--- config.mk ---
export PLATFORM = sky130hd
export DESIGN_NAME = dcke_ctrl
export DESIGN_NICKNAME = d
export VERILOG_FILES = /design/src/hw/dcke_bank.v /design/src/hw/dcke_ctrl.v
export VERILOG_INCLUDE_DIRS = /design/src /design/src/hw
export SDC_FILE = /design/constraint.sdc
export NUM_CORES = 1
export LEC_CHECK = 0
export ABC_AREA = 0
export BUFFER_PORTS_ARGS = -buffer_cell sky130_fd_sc_hd__buf_4
export CORE_ASPECT_RATIO = 0.7
export CORE_MARGIN = 4
export CORE_UTILIZATION = 59
export CTS_CLUSTER_DIAMETER = 60
export DETAILED_ROUTE_END_ITERATION = 12
export HOLD_SLACK_MARGIN = 0.1
export PLACE_DENSITY = 0.9
export SYNTH_ARGS = -nofsm -noshare
export SYNTH_HDL_FRONTEND = slang
export SYNTH_SLANG_ARGS = --single-unit
--- constraint.sdc ---
create_clock -name clk_sys_i -period 2.8 [get_ports clk_sys_i]
set_input_delay 0.42 -clock clk_sys_i [delete_from_list [all_inputs] [get_ports clk_sys_i]]
set_output_delay 0.42 -clock clk_sys_i [all_outputs]
set_load 0.02 [all_outputs]
--- src/hw/dcke_regs.vh ---
// constants for the clock-enable power state controller
// Contract
// - self-refresh exit on cke rise with nop, idle after row cycle time
// - cke rise re-enables input receivers without waiting for a clock edge
// - power-down exit on cke rise with nop goes straight to idle
// - cke low twice keeps low-power mode and ignores command inputs
// - low-power entry only with all banks idle; nop enters power-down, refresh self-refresh
// - cke high twice decodes commands with the normal per-bank table
// - cke fall outside idle or low-power begins clock suspend next cycle
// - cke rise during suspend ends suspension next cycle, resuming operation
// - legality judged per bank selected by bank select bits
// - normal decoding applies only when cke was high the cycle before
// - precharge to idle or precharging bank acts as nop
`ifndef DCKE_REGS_VH
`define DCKE_REGS_VH
// power states
`define DCKE_PS_NORMAL 3'h0
`define DCKE_PS_PDOWN 3'h1
`define DCKE_PS_SREF 3'h2
`define DCKE_PS_SREF_EXIT 3'h3
`define DCKE_PS_SUSPEND 3'h4
// bank states
`define DCKE_BK_IDLE 2'h0
`define DCKE_BK_ACTIVE 2'h1
`define DCKE_BK_PRECHG 2'h2
// row cycle time of 70 ns at 100 mhz, rounded up to whole cycles
`define DCKE_RC_CYC 4'h7
`define DCKE_RP_CYC 3'h2
// command codes {ras_n, cas_n, we_n}
`define DCKE_CMD_NOP 3'h7
`define DCKE_CMD_ACT 3'h3
`define DCKE_CMD_RD 3'h5
`define DCKE_CMD_WR 3'h4
`define DCKE_CMD_PRE 3'h2
`define DCKE_CMD_REF 3'h1
`define DCKE_CMD_MRS 3'h0
`endif

--- src/hw/dcke_bank.v ---
// one bank state tracker with per-bank legality
`include "dcke_regs.vh"
module dcke_bank (
  input wire clk_sys_i,
  input wire rst_i,
  input wire sel_i,
  input wire pre_all_i,
  input wire exec_i,
  input wire [2:0] cmd_i,
  output reg [1:0] state_o,
  output reg illegal_o
);
  reg [2:0] cnt;
  reg [1:0] next_state;
  reg [2:0] next_cnt;

  always @* begin
    next_state = state_o;
    next_cnt = (cnt != 3'h0) ? cnt - 3'h1 : 3'h0;
    illegal_o = 1'b0;
    if (state_o == `DCKE_BK_PRECHG && cnt == 3'h0) begin
      next_state = `DCKE_BK_IDLE;
    end
    if (exec_i && (sel_i || pre_all_i)) begin
      case (cmd_i)
        `DCKE_CMD_ACT: begin
          if (state_o == `DCKE_BK_IDLE) begin
            next_state = `DCKE_BK_ACTIVE;
          end else begin
            illegal_o = 1'b1;
          end
        end
        `DCKE_CMD_RD, `DCKE_CMD_WR: begin
          if (state_o != `DCKE_BK_ACTIVE) begin
            illegal_o = 1'b1;
          end
        end
        `DCKE_CMD_PRE: begin
          // precharge to idle or precharging bank is a nop
          if (state_o == `DCKE_BK_ACTIVE) begin
            next_state = `DCKE_BK_PRECHG;
            next_cnt = `DCKE_RP_CYC;
          end
        end
        default: begin
        end
      endcase
    end
  end

  always @(posedge clk_sys_i) begin
    if (rst_i) begin
      state_o <= `DCKE_BK_IDLE;
      cnt <= 3'h0;
    end else begin
      state_o <= next_state;
      cnt <= next_cnt;
    end
  end
endmodule

--- src/hw/dcke_ctrl.v ---
// clock-enable power state control of a four-bank ddr device
`include "dcke_regs.vh"
module dcke_ctrl (
  input wire clk_sys_i,
  input wire rst_i,
  input wire cke_i,
  input wire cs_n_i,
  input wire ras_n_i,
  input wire cas_n_i,
  input wire we_n_i,
  input wire [1:0] bank_select_bits_i,
  input wire auto_precharge_flag_i,
  output reg [2:0] power_state_o,
  output wire rx_enable_o,
  output wire cmd_exec_o,
  output reg [2:0] cmd_o,
  output reg [1:0] cmd_bank_o,
  output reg illegal_o,
  output wire all_idle_o,
  output wire [7:0] bank_state_o
);
  ////////////////////////////////////////////////////////////////////////////
  reg cke_prev;
  reg [2:0] next_ps;
  reg [3:0] rc_cnt;
  reg [3:0] next_rc;
  reg next_ill;
  wire [2:0] cmd;
  wire nop;
  wire [3:0] bank_ill;
  wire exec;
  wire [1:0] bst0, bst1, bst2, bst3;

  assign cmd = cs_n_i ? `DCKE_CMD_NOP : {ras_n_i, cas_n_i, we_n_i};
  assign nop = (cmd == `DCKE_CMD_NOP);
  // receivers wake combinationally on cke, no clock edge needed
  assign rx_enable_o = cke_i || (power_state_o != `DCKE_PS_PDOWN &&
                       power_state_o != `DCKE_PS_SREF);
  // normal decode only with cke high both cycles, outside low-power states
  assign exec = cke_prev && cke_i && (power_state_o == `DCKE_PS_NORMAL);
  assign cmd_exec_o = exec && !nop;
  assign all_idle_o = (bst0 == `DCKE_BK_IDLE) && (bst1 == `DCKE_BK_IDLE) &&
                      (bst2 == `DCKE_BK_IDLE) && (bst3 == `DCKE_BK_IDLE);
  assign bank_state_o = {bst3, bst2, bst1, bst0};

  ////////////////////////////////////////////////////////////////////////////
  genvar gi;
  generate
    for (gi = 0; gi < 4; gi = gi + 1) begin : g_bank
      wire [1:0] st;
      dcke_bank u_bank (
        .clk_sys_i(clk_sys_i),
        .rst_i(rst_i),
        .sel_i(bank_select_bits_i == gi),
        .pre_all_i(auto_precharge_flag_i && cmd == `DCKE_CMD_PRE),
        .exec_i(exec),
        .cmd_i(cmd),
        .state_o(st),
        .illegal_o(bank_ill[gi])
      );
    end
  endgenerate
  assign bst0 = g_bank[0].st;
  assign bst1 = g_bank[1].st;
  assign bst2 = g_bank[2].st;
  assign bst3 = g_bank[3].st;

  ////////////////////////////////////////////////////////////////////////////
  always @* begin
    next_ps = power_state_o;
    next_rc = (rc_cnt != 4'h0) ? rc_cnt - 4'h1 : 4'h0;
    next_ill = 1'b0;
    case (power_state_o)
      `DCKE_PS_NORMAL: begin
        if (cke_prev && !cke_i) begin
          if (all_idle_o) begin
            if (nop) begin
              next_ps = `DCKE_PS_PDOWN;
            end else if (cmd == `DCKE_CMD_REF && we_n_i) begin
              next_ps = `DCKE_PS_SREF;
            end else begin
              next_ill = 1'b1;
            end
          end else begin
            next_ps = `DCKE_PS_SUSPEND;
          end
        end else if (exec) begin
          // refresh and mode access need every bank idle
          next_ill = (|bank_ill) || ((cmd == `DCKE_CMD_REF || cmd == `DCKE_CMD_MRS)
                     && !all_idle_o);
        end
      end
      `DCKE_PS_PDOWN: begin
        if (cke_i) begin
          if (nop) begin
            next_ps = `DCKE_PS_NORMAL;
          end else begin
            next_ill = 1'b1;
          end
        end
      end
      `DCKE_PS_SREF: begin
        if (cke_i) begin
          if (nop) begin
            next_ps = `DCKE_PS_SREF_EXIT;
            next_rc = `DCKE_RC_CYC - 4'h1;
          end else begin
            next_ill = 1'b1;
          end
        end
      end
      `DCKE_PS_SREF_EXIT: begin
        // row cycle completes before commands are decoded again
        if (rc_cnt == 4'h0) begin
          next_ps = `DCKE_PS_NORMAL;
        end else if (!nop) begin
          next_ill = 1'b1;
        end
      end
      `DCKE_PS_SUSPEND: begin
        if (cke_i) begin
          next_ps = `DCKE_PS_NORMAL;
        end
      end
      default: begin
        next_ps = `DCKE_PS_NORMAL;
      end
    endcase
  end

  always @(posedge clk_sys_i) begin
    if (rst_i) begin
      cke_prev <= 1'b0;
      power_state_o <= `DCKE_PS_NORMAL;
      rc_cnt <= 4'h0;
      illegal_o <= 1'b0;
      cmd_o <= `DCKE_CMD_NOP;
      cmd_bank_o <= 2'h0;
    end else begin
      cke_prev <= cke_i;
      power_state_o <= next_ps;
      rc_cnt <= next_rc;
      illegal_o <= next_ill;
      cmd_o <= exec ? cmd : `DCKE_CMD_NOP;
      cmd_bank_o <= bank_select_bits_i;
    end
  end
endmodule

### After elaboration in Yosys (flattened, before gate mapping)

Index checks and enable logic that the tools add are counted.

* register bits after elaboration: 34
* output and inout bits: 20

* reductions and logical operators: 51
* bitwise operators: 1
* add/subtract/negate cells: 5
* muxes and demuxes: 77
* equality and inequality tests: 35

Operator list (count)
* 2-to-1 mux 3 bit: 27
* 2-to-1 mux 2 bit: 16
* 2-to-1 mux 1 bit: 20
* logical AND 1 bit: 19
* logical NOT 3 bit: 6
* 2-to-1 mux 4 bit: 4
* case mux 2 bit (2 select lines): 4
* case mux 3 bit (5 select lines): 1
* equality test 2 bit, second input constant: 6
* equality test 3 x 2 -> 1 bit, second input constant: 4
* equality test 3 bit, second input constant: 4
* inequality test 2 bit, second input constant: 6
* nonzero test 3 bit: 4
* subtractor 3 x 1 -> 3 bit, second input constant: 4
* equality test 2 x 1 -> 1 bit, second input constant: 5
* logical NOT 2 bit: 5
* inequality test 2 x 1 -> 1 bit, second input constant: 5
* case mux 1 bit (2 select lines): 4
* AND reduction 8 bit: 1
* logical OR 1 bit: 7
* equality test 3 x 1 -> 1 bit, second input constant: 2
* OR reduction 2 bit: 3
* logical NOT 4 bit: 1
* inequality test 4 x 3 -> 1 bit, second input constant: 1
* other kinds (8): 10

### Longest topological paths before layout

* depth in word-level cells: 11
* gate-level depth with buffers: 6

### Cells and area by module

From an unflattened synthesis, not the netlist that was laid out.

* cell total of the unflattened synthesis: 198
* area total of the unflattened synthesis: 1883.1 µm²

Modules (own cells, without submodules)
* dcke_bank: instances 4, cells each 27, area each 279.0 µm²
* dcke_ctrl: instances 1, cells each 90, area each 767.0 µm²

### Worst setup path before layout

No wires, ideal clock.

* kind: reg2reg
* from: register g_bank[0].u_bank.state_o[0]
* to: register power_state_o[0]
* slack: 1.091 ns
* path buffers: 0
* data required time: 2.721 ns
* arrival: 1.629 ns
* cell stages (with the launch flop): 6
* library setup time: 0.079 ns
* path through: dfxtp_1 -> or4_4 -> nor2_4 -> a32o_1 -> a221oi_1 -> a211oi_2

* longest elaborated chain between the ends: 7

Ends and longest elaborated chain
* from (decl): RTL line dcke_bank.v:10 `output reg [1:0] state_o,`
* from (signal assigned): RTL line dcke_bank.v:53 `` state_o <= `DCKE_BK_IDLE; ``
* from (signal assigned): RTL line dcke_bank.v:56 `state_o <= next_state;`
* logical NOT 2 bit (no line) *
* logical AND 1 bit * (3 in series): RTL line dcke_ctrl.v:42 `` assign all_idle_o = (bst0 == `DCKE_BK_IDLE) && (bst1 == `DCKE_BK_IDLE) && ``
* named net all_idle_o: RTL line dcke_ctrl.v:19 `output wire all_idle_o,`
* 2-to-1 mux 3 bit: RTL line dcke_ctrl.v:76 `if (all_idle_o) begin`
* 2-to-1 mux 3 bit: RTL line dcke_ctrl.v:75 `if (cke_prev && !cke_i) begin`
* case mux 3 bit (5 select lines): RTL line dcke_ctrl.v:73 `case (power_state_o)`
* to (signal assigned): RTL line dcke_ctrl.v:134 `` power_state_o <= `DCKE_PS_NORMAL; ``
* to (signal assigned): RTL line dcke_ctrl.v:141 `power_state_o <= next_ps;`
* to (decl): RTL line dcke_ctrl.v:13 `output reg [2:0] power_state_o,`

Mark *: on every way through the listed nets, which the timed path passes. The rest lies on a longest branch. The select of a mux whose other input is x is not followed.
A chain may end at the register's enable or synchronous reset.

### Worst setup path after layout

* from: register power_state_o[2]
* to: output port cmd_exec_o

* longest elaborated chain between the ends: 3

Ends and longest elaborated chain
* logical NOT 3 bit
* logical AND 1 bit: RTL line dcke_ctrl.v:40 `` assign exec = cke_prev && cke_i && (power_state_o == `DCKE_PS_NORMAL); ``
* logical AND 1 bit: RTL line dcke_ctrl.v:41 `assign cmd_exec_o = exec && !nop;`
* to (decl): RTL line dcke_ctrl.v:15 `output wire cmd_exec_o,`

Every way passes these cells.

==> results summary <==
The run finished with clean final reports. For this design the static power due to leakage is 0.711 nW. The number of buffers created by CTS came out at 5. The number of global-route vias before repair is 1,449. The required time of the critical path came out at 2380 ps. STA classifies the critical path startpoint as a flip-flop. The capture point of the worst reg-to-reg path is g_bank[0].u_bank.state_o[0]$_SDFF_PP0_. After technology mapping, the gate count stands at 209. The total die area came out at 3930 um2. The final cell utilization of the core is 72.7%. The H-tree depth reported by CTS came out at 2. The floorplan die width came out at 73.2 um. The routed wire length is 3980 um. In this run the critical register-to-register path is launched from power_state_o[2]$_SDFFE_PP0P_. The slew at the pin with the worst max-slew slack is 473 ps.

The final antenna-violating net count is 0. The overall via count from detail_route is 1,686. The later-pin clock latency in the skew report came out at 290 ps. In this run the cell area of the synthesized design comes to 1760 um2. The hold violation count in the final report is 0.

The area share of the largest cell type after synthesis came out at 38.7%. The remaining global-route overflow is 0. The register bit total from synthesis is 34. The post-synthesis net count came out at 219. The dominant cell type by area after synthesis is dfxtp_1. The root buffer cell chosen for the clock tree is clkbuf_8. For the final routed database, the setup TNS stands at 0 ps. The number of fillers in the final layout is 220. After detailed routing, the number of remaining DRC violations is 0. The worst hold margin came out at 413 ps. No sink is reached through more buffers than the 2 on the longest clock path. The element type at the critical path end is an output pin. The antenna diode count is 0. The total power divided by cell area came out at 469 nW/um2. The global-route wire length before repair is 6650 um. After clock tree synthesis, the flow added hold-fix buffers numbering 0. In the post-synthesis netlist, the biggest area contributors are dfxtp_1 (39%), nor2_1 (5.3%), nand2_1 (3.6%). The final net count is 243. The area of the placeable core came out at 2820 um2.

The number of max-slew violations in the final report was 0. The sink count of the clock tree came out at 34. Across all register-to-register paths, the minimum setup slack is 890 ps.

The clock-pin transition on the worst setup and hold timing paths came out at 70 ps. The startpoint of the lowest-slack hold path is bank_select_bits_i[1]. The worst path arrival time came out at 1760 ps. Global routing used 22.4% of the available tracks across all layers. The last weighted congestion value of the routability-driven placer is 0.904. The count of buffers inserted at the top-level ports came out at 29. The top flip-flop cell by instance count after synthesis is dfxtp_1. In this run, synthesis inferred 0 flip-flops with an integrated enable. The die extent in y is 53.7 um. The share of final-layout standard cells stronger than drive strength 1 is 21.8%.

Setup violations remaining at the end of the flow were counted as 0. Headroom to the max-slew limit came out at 68.4%. The sequential element share of the synthesized area is 38.7%. For hold timing, the worst endpoint is cmd_bank_o[1]$_SDFF_PP0_. The worst supply voltage drop on vdd is 0.524 mV.

The number of setup buffers added after CTS is 0. The number of warnings reported in the yosys synthesis log came out at 0. The shortest period the worst path allows came out at 2180 ps.

Static timing analysis puts the maximum clock frequency at 458 MHz. The routed wirelength normalized by instance count came out at 14.7 um. Setup repair after global routing left no endpoint under its margin. The initial antenna violation count came out at 0. The detailed-routing iteration count for the pre-antenna-repair pass came out at 5. The clock tree from TritonCTS is done. Across the run, the number of max-cap violations was 0. The share of synthesized flip-flops with an asynchronous set or reset is 0%. In the routed layout, each cell is associated on average with a via count of 6.24. The area added between synthesis and finish is 16.9%. Entering global routing, the biggest net connects 34 pins.

The final critical path takes up 78.0% of the cycle. The worst setup path is of the reg2out kind. In this run the worst hold path is classified as in2reg. The average cell area after synthesis is 8.41 um2.

The setup skew after layout came out at 12.3 ps. The worst register-to-register path has a depth of 4. The number of instances resized during post-cts repair came out at 0. The number of cells on the worst hold path is 2. The first routing iteration left 157 violations. The largest fanout on the critical path came out at 14. Detailed placement ended at an HPWL of 2810 um. The initial utilization of the core area, before any placement, comes to 62.2%. During I/O placement, the number of pins put on the boundary was 30.

The row count is 16. The number of distinct library cell variants in the gate-level netlist after synthesis came out at 52.
==> power by group <==
part / switching [W] / internal [W] / total [W]
Combinational: 0.0000576 / 0.0000386 / 0.0000961
Sequential: 0.00000725 / 0.000489 / 0.000496
Clock: 0.000172 / 0.000198 / 0.000370
Total: 0.000237 / 0.000726 / 0.000962
==> cell families after synthesis <==
| family | after synthesis | share of synthesized area (%) |
|---|---|---|
| AND/OR/NAND/NOR | 103 | 34.5 |
| flip-flops | 34 | 38.7 |
| buffers and inverters | 13 | 3.49 |
| AO/OA/AOI/OAI | 58 | 22.7 |
| XOR/XNOR | 1 | 0.499 |
==> routing by layer <==
layer	routed length [um]	vias to the layer above	part of all wire (%)	global-route usage, %
met5	0	-	0	0
met4	41	0	1.0	7.06
met2	1640	73	41	31.6
met1	1920	766	48	30.3
li1	-	843	-	-
met3	377	4	9.5	10.4
==> cell usage in the layout (no fill, tap or decap), drive strengths merged, types with 5 or more instances in the layout <==
cell type and n:
buf 29, o21ai 11, nor4 7, or4 7, nor2 26, dfxtp 34
nand2b 5, nor3 6, o41ai 7, a31oi 10, nand2 17, a21oi 12
nor2b 10, clkbuf 7, or2 5, nor4b 5
==> cells in the mapped netlist, types with 2 or more instances <==
| cell | count |
|---|---|
| or3_1 | 2 |
| nor3_1 | 5 |
| o41ai_1 | 7 |
| a21oi_1 | 12 |
| a31oi_1 | 10 |
| dfxtp_1 | 34 |
| or4_2 | 2 |
| nor2b_1 | 10 |
| o21ai_0 | 10 |
| nor4_1 | 7 |
| or2_0 | 2 |
| nand3_1 | 4 |
| clkbuf_1 | 7 |
| nor4b_1 | 4 |
| a221oi_1 | 2 |
| buf_2 | 4 |
| nand2_1 | 17 |
| nand2b_1 | 5 |
| or2_2 | 3 |
| a211o_1 | 3 |
| nor2_1 | 25 |
| or4_1 | 3 |
| or4_4 | 2 |
==> layout make-up <==
cell class                      count  area (um2)  share of cell area, %
Clock inverter                      1        5.00                  0.244
Sequential cell                    34         681                   33.2
Tap cell                           36        45.0                   2.19
Clock buffer                        7        86.3                   4.20
Multi-Input combinational cell    162        1010                   49.4
Inverter                            1        3.75                  0.183
Timing Repair Buffer               29         218                   10.6
==> worst max-delay path by stage <==
| stage | endpoint | depth (start not counted) | startpoint |
|---|---|---|---|
| after floorplan | power_state_o[0]$_SDFFE_PP0P_ | 5 | g_bank[0].u_bank.state_o[0]$_SDFF_PP0_ |
| after global placement | g_bank[1].u_bank.state_o[0]$_SDFF_PP0_ | 4 | power_state_o[2]$_SDFFE_PP0P_ |
| after detailed placement | g_bank[0].u_bank.state_o[0]$_SDFF_PP0_ | 4 | power_state_o[2]$_SDFFE_PP0P_ |
| after CTS | cmd_exec_o | 4 | power_state_o[2]$_SDFFE_PP0P_ |
| after global routing | cmd_exec_o | 4 | power_state_o[2]$_SDFFE_PP0P_ |
| final | cmd_exec_o | 4 | power_state_o[2]$_SDFFE_PP0P_ |
==> worst max-delay path: stages (launching register included) <==
cell and delay [ps]:
dfxtp_1 430, nor3_2 280, nand3_1 360, nor2_1 220
buf_4 170
==> metrics by stage <==
step,total power (W),worst slack (ps),cells,instance area [um2]
final,0.000962,615,270,2050
after global routing,0.000999,481,270,2050
after CTS,0.000967,616,270,2050
after detailed placement,0.000601,941,262,1960
after global placement,0.000600,1010,262,1960
after floorplan,0.000569,1090,209,1760
==> flip-flops by register name, indices dropped and copies added, names as in the netlist <==
name	cells
power_state_o	3
g_bank.u_bank.state_o	8
rc_cnt	4
illegal_o	1
g_bank.u_bank.cnt	12
cmd_bank_o	2
cmd_o	3
cke_prev	1
Note: power is estimated with default switching activity, not from simulation.
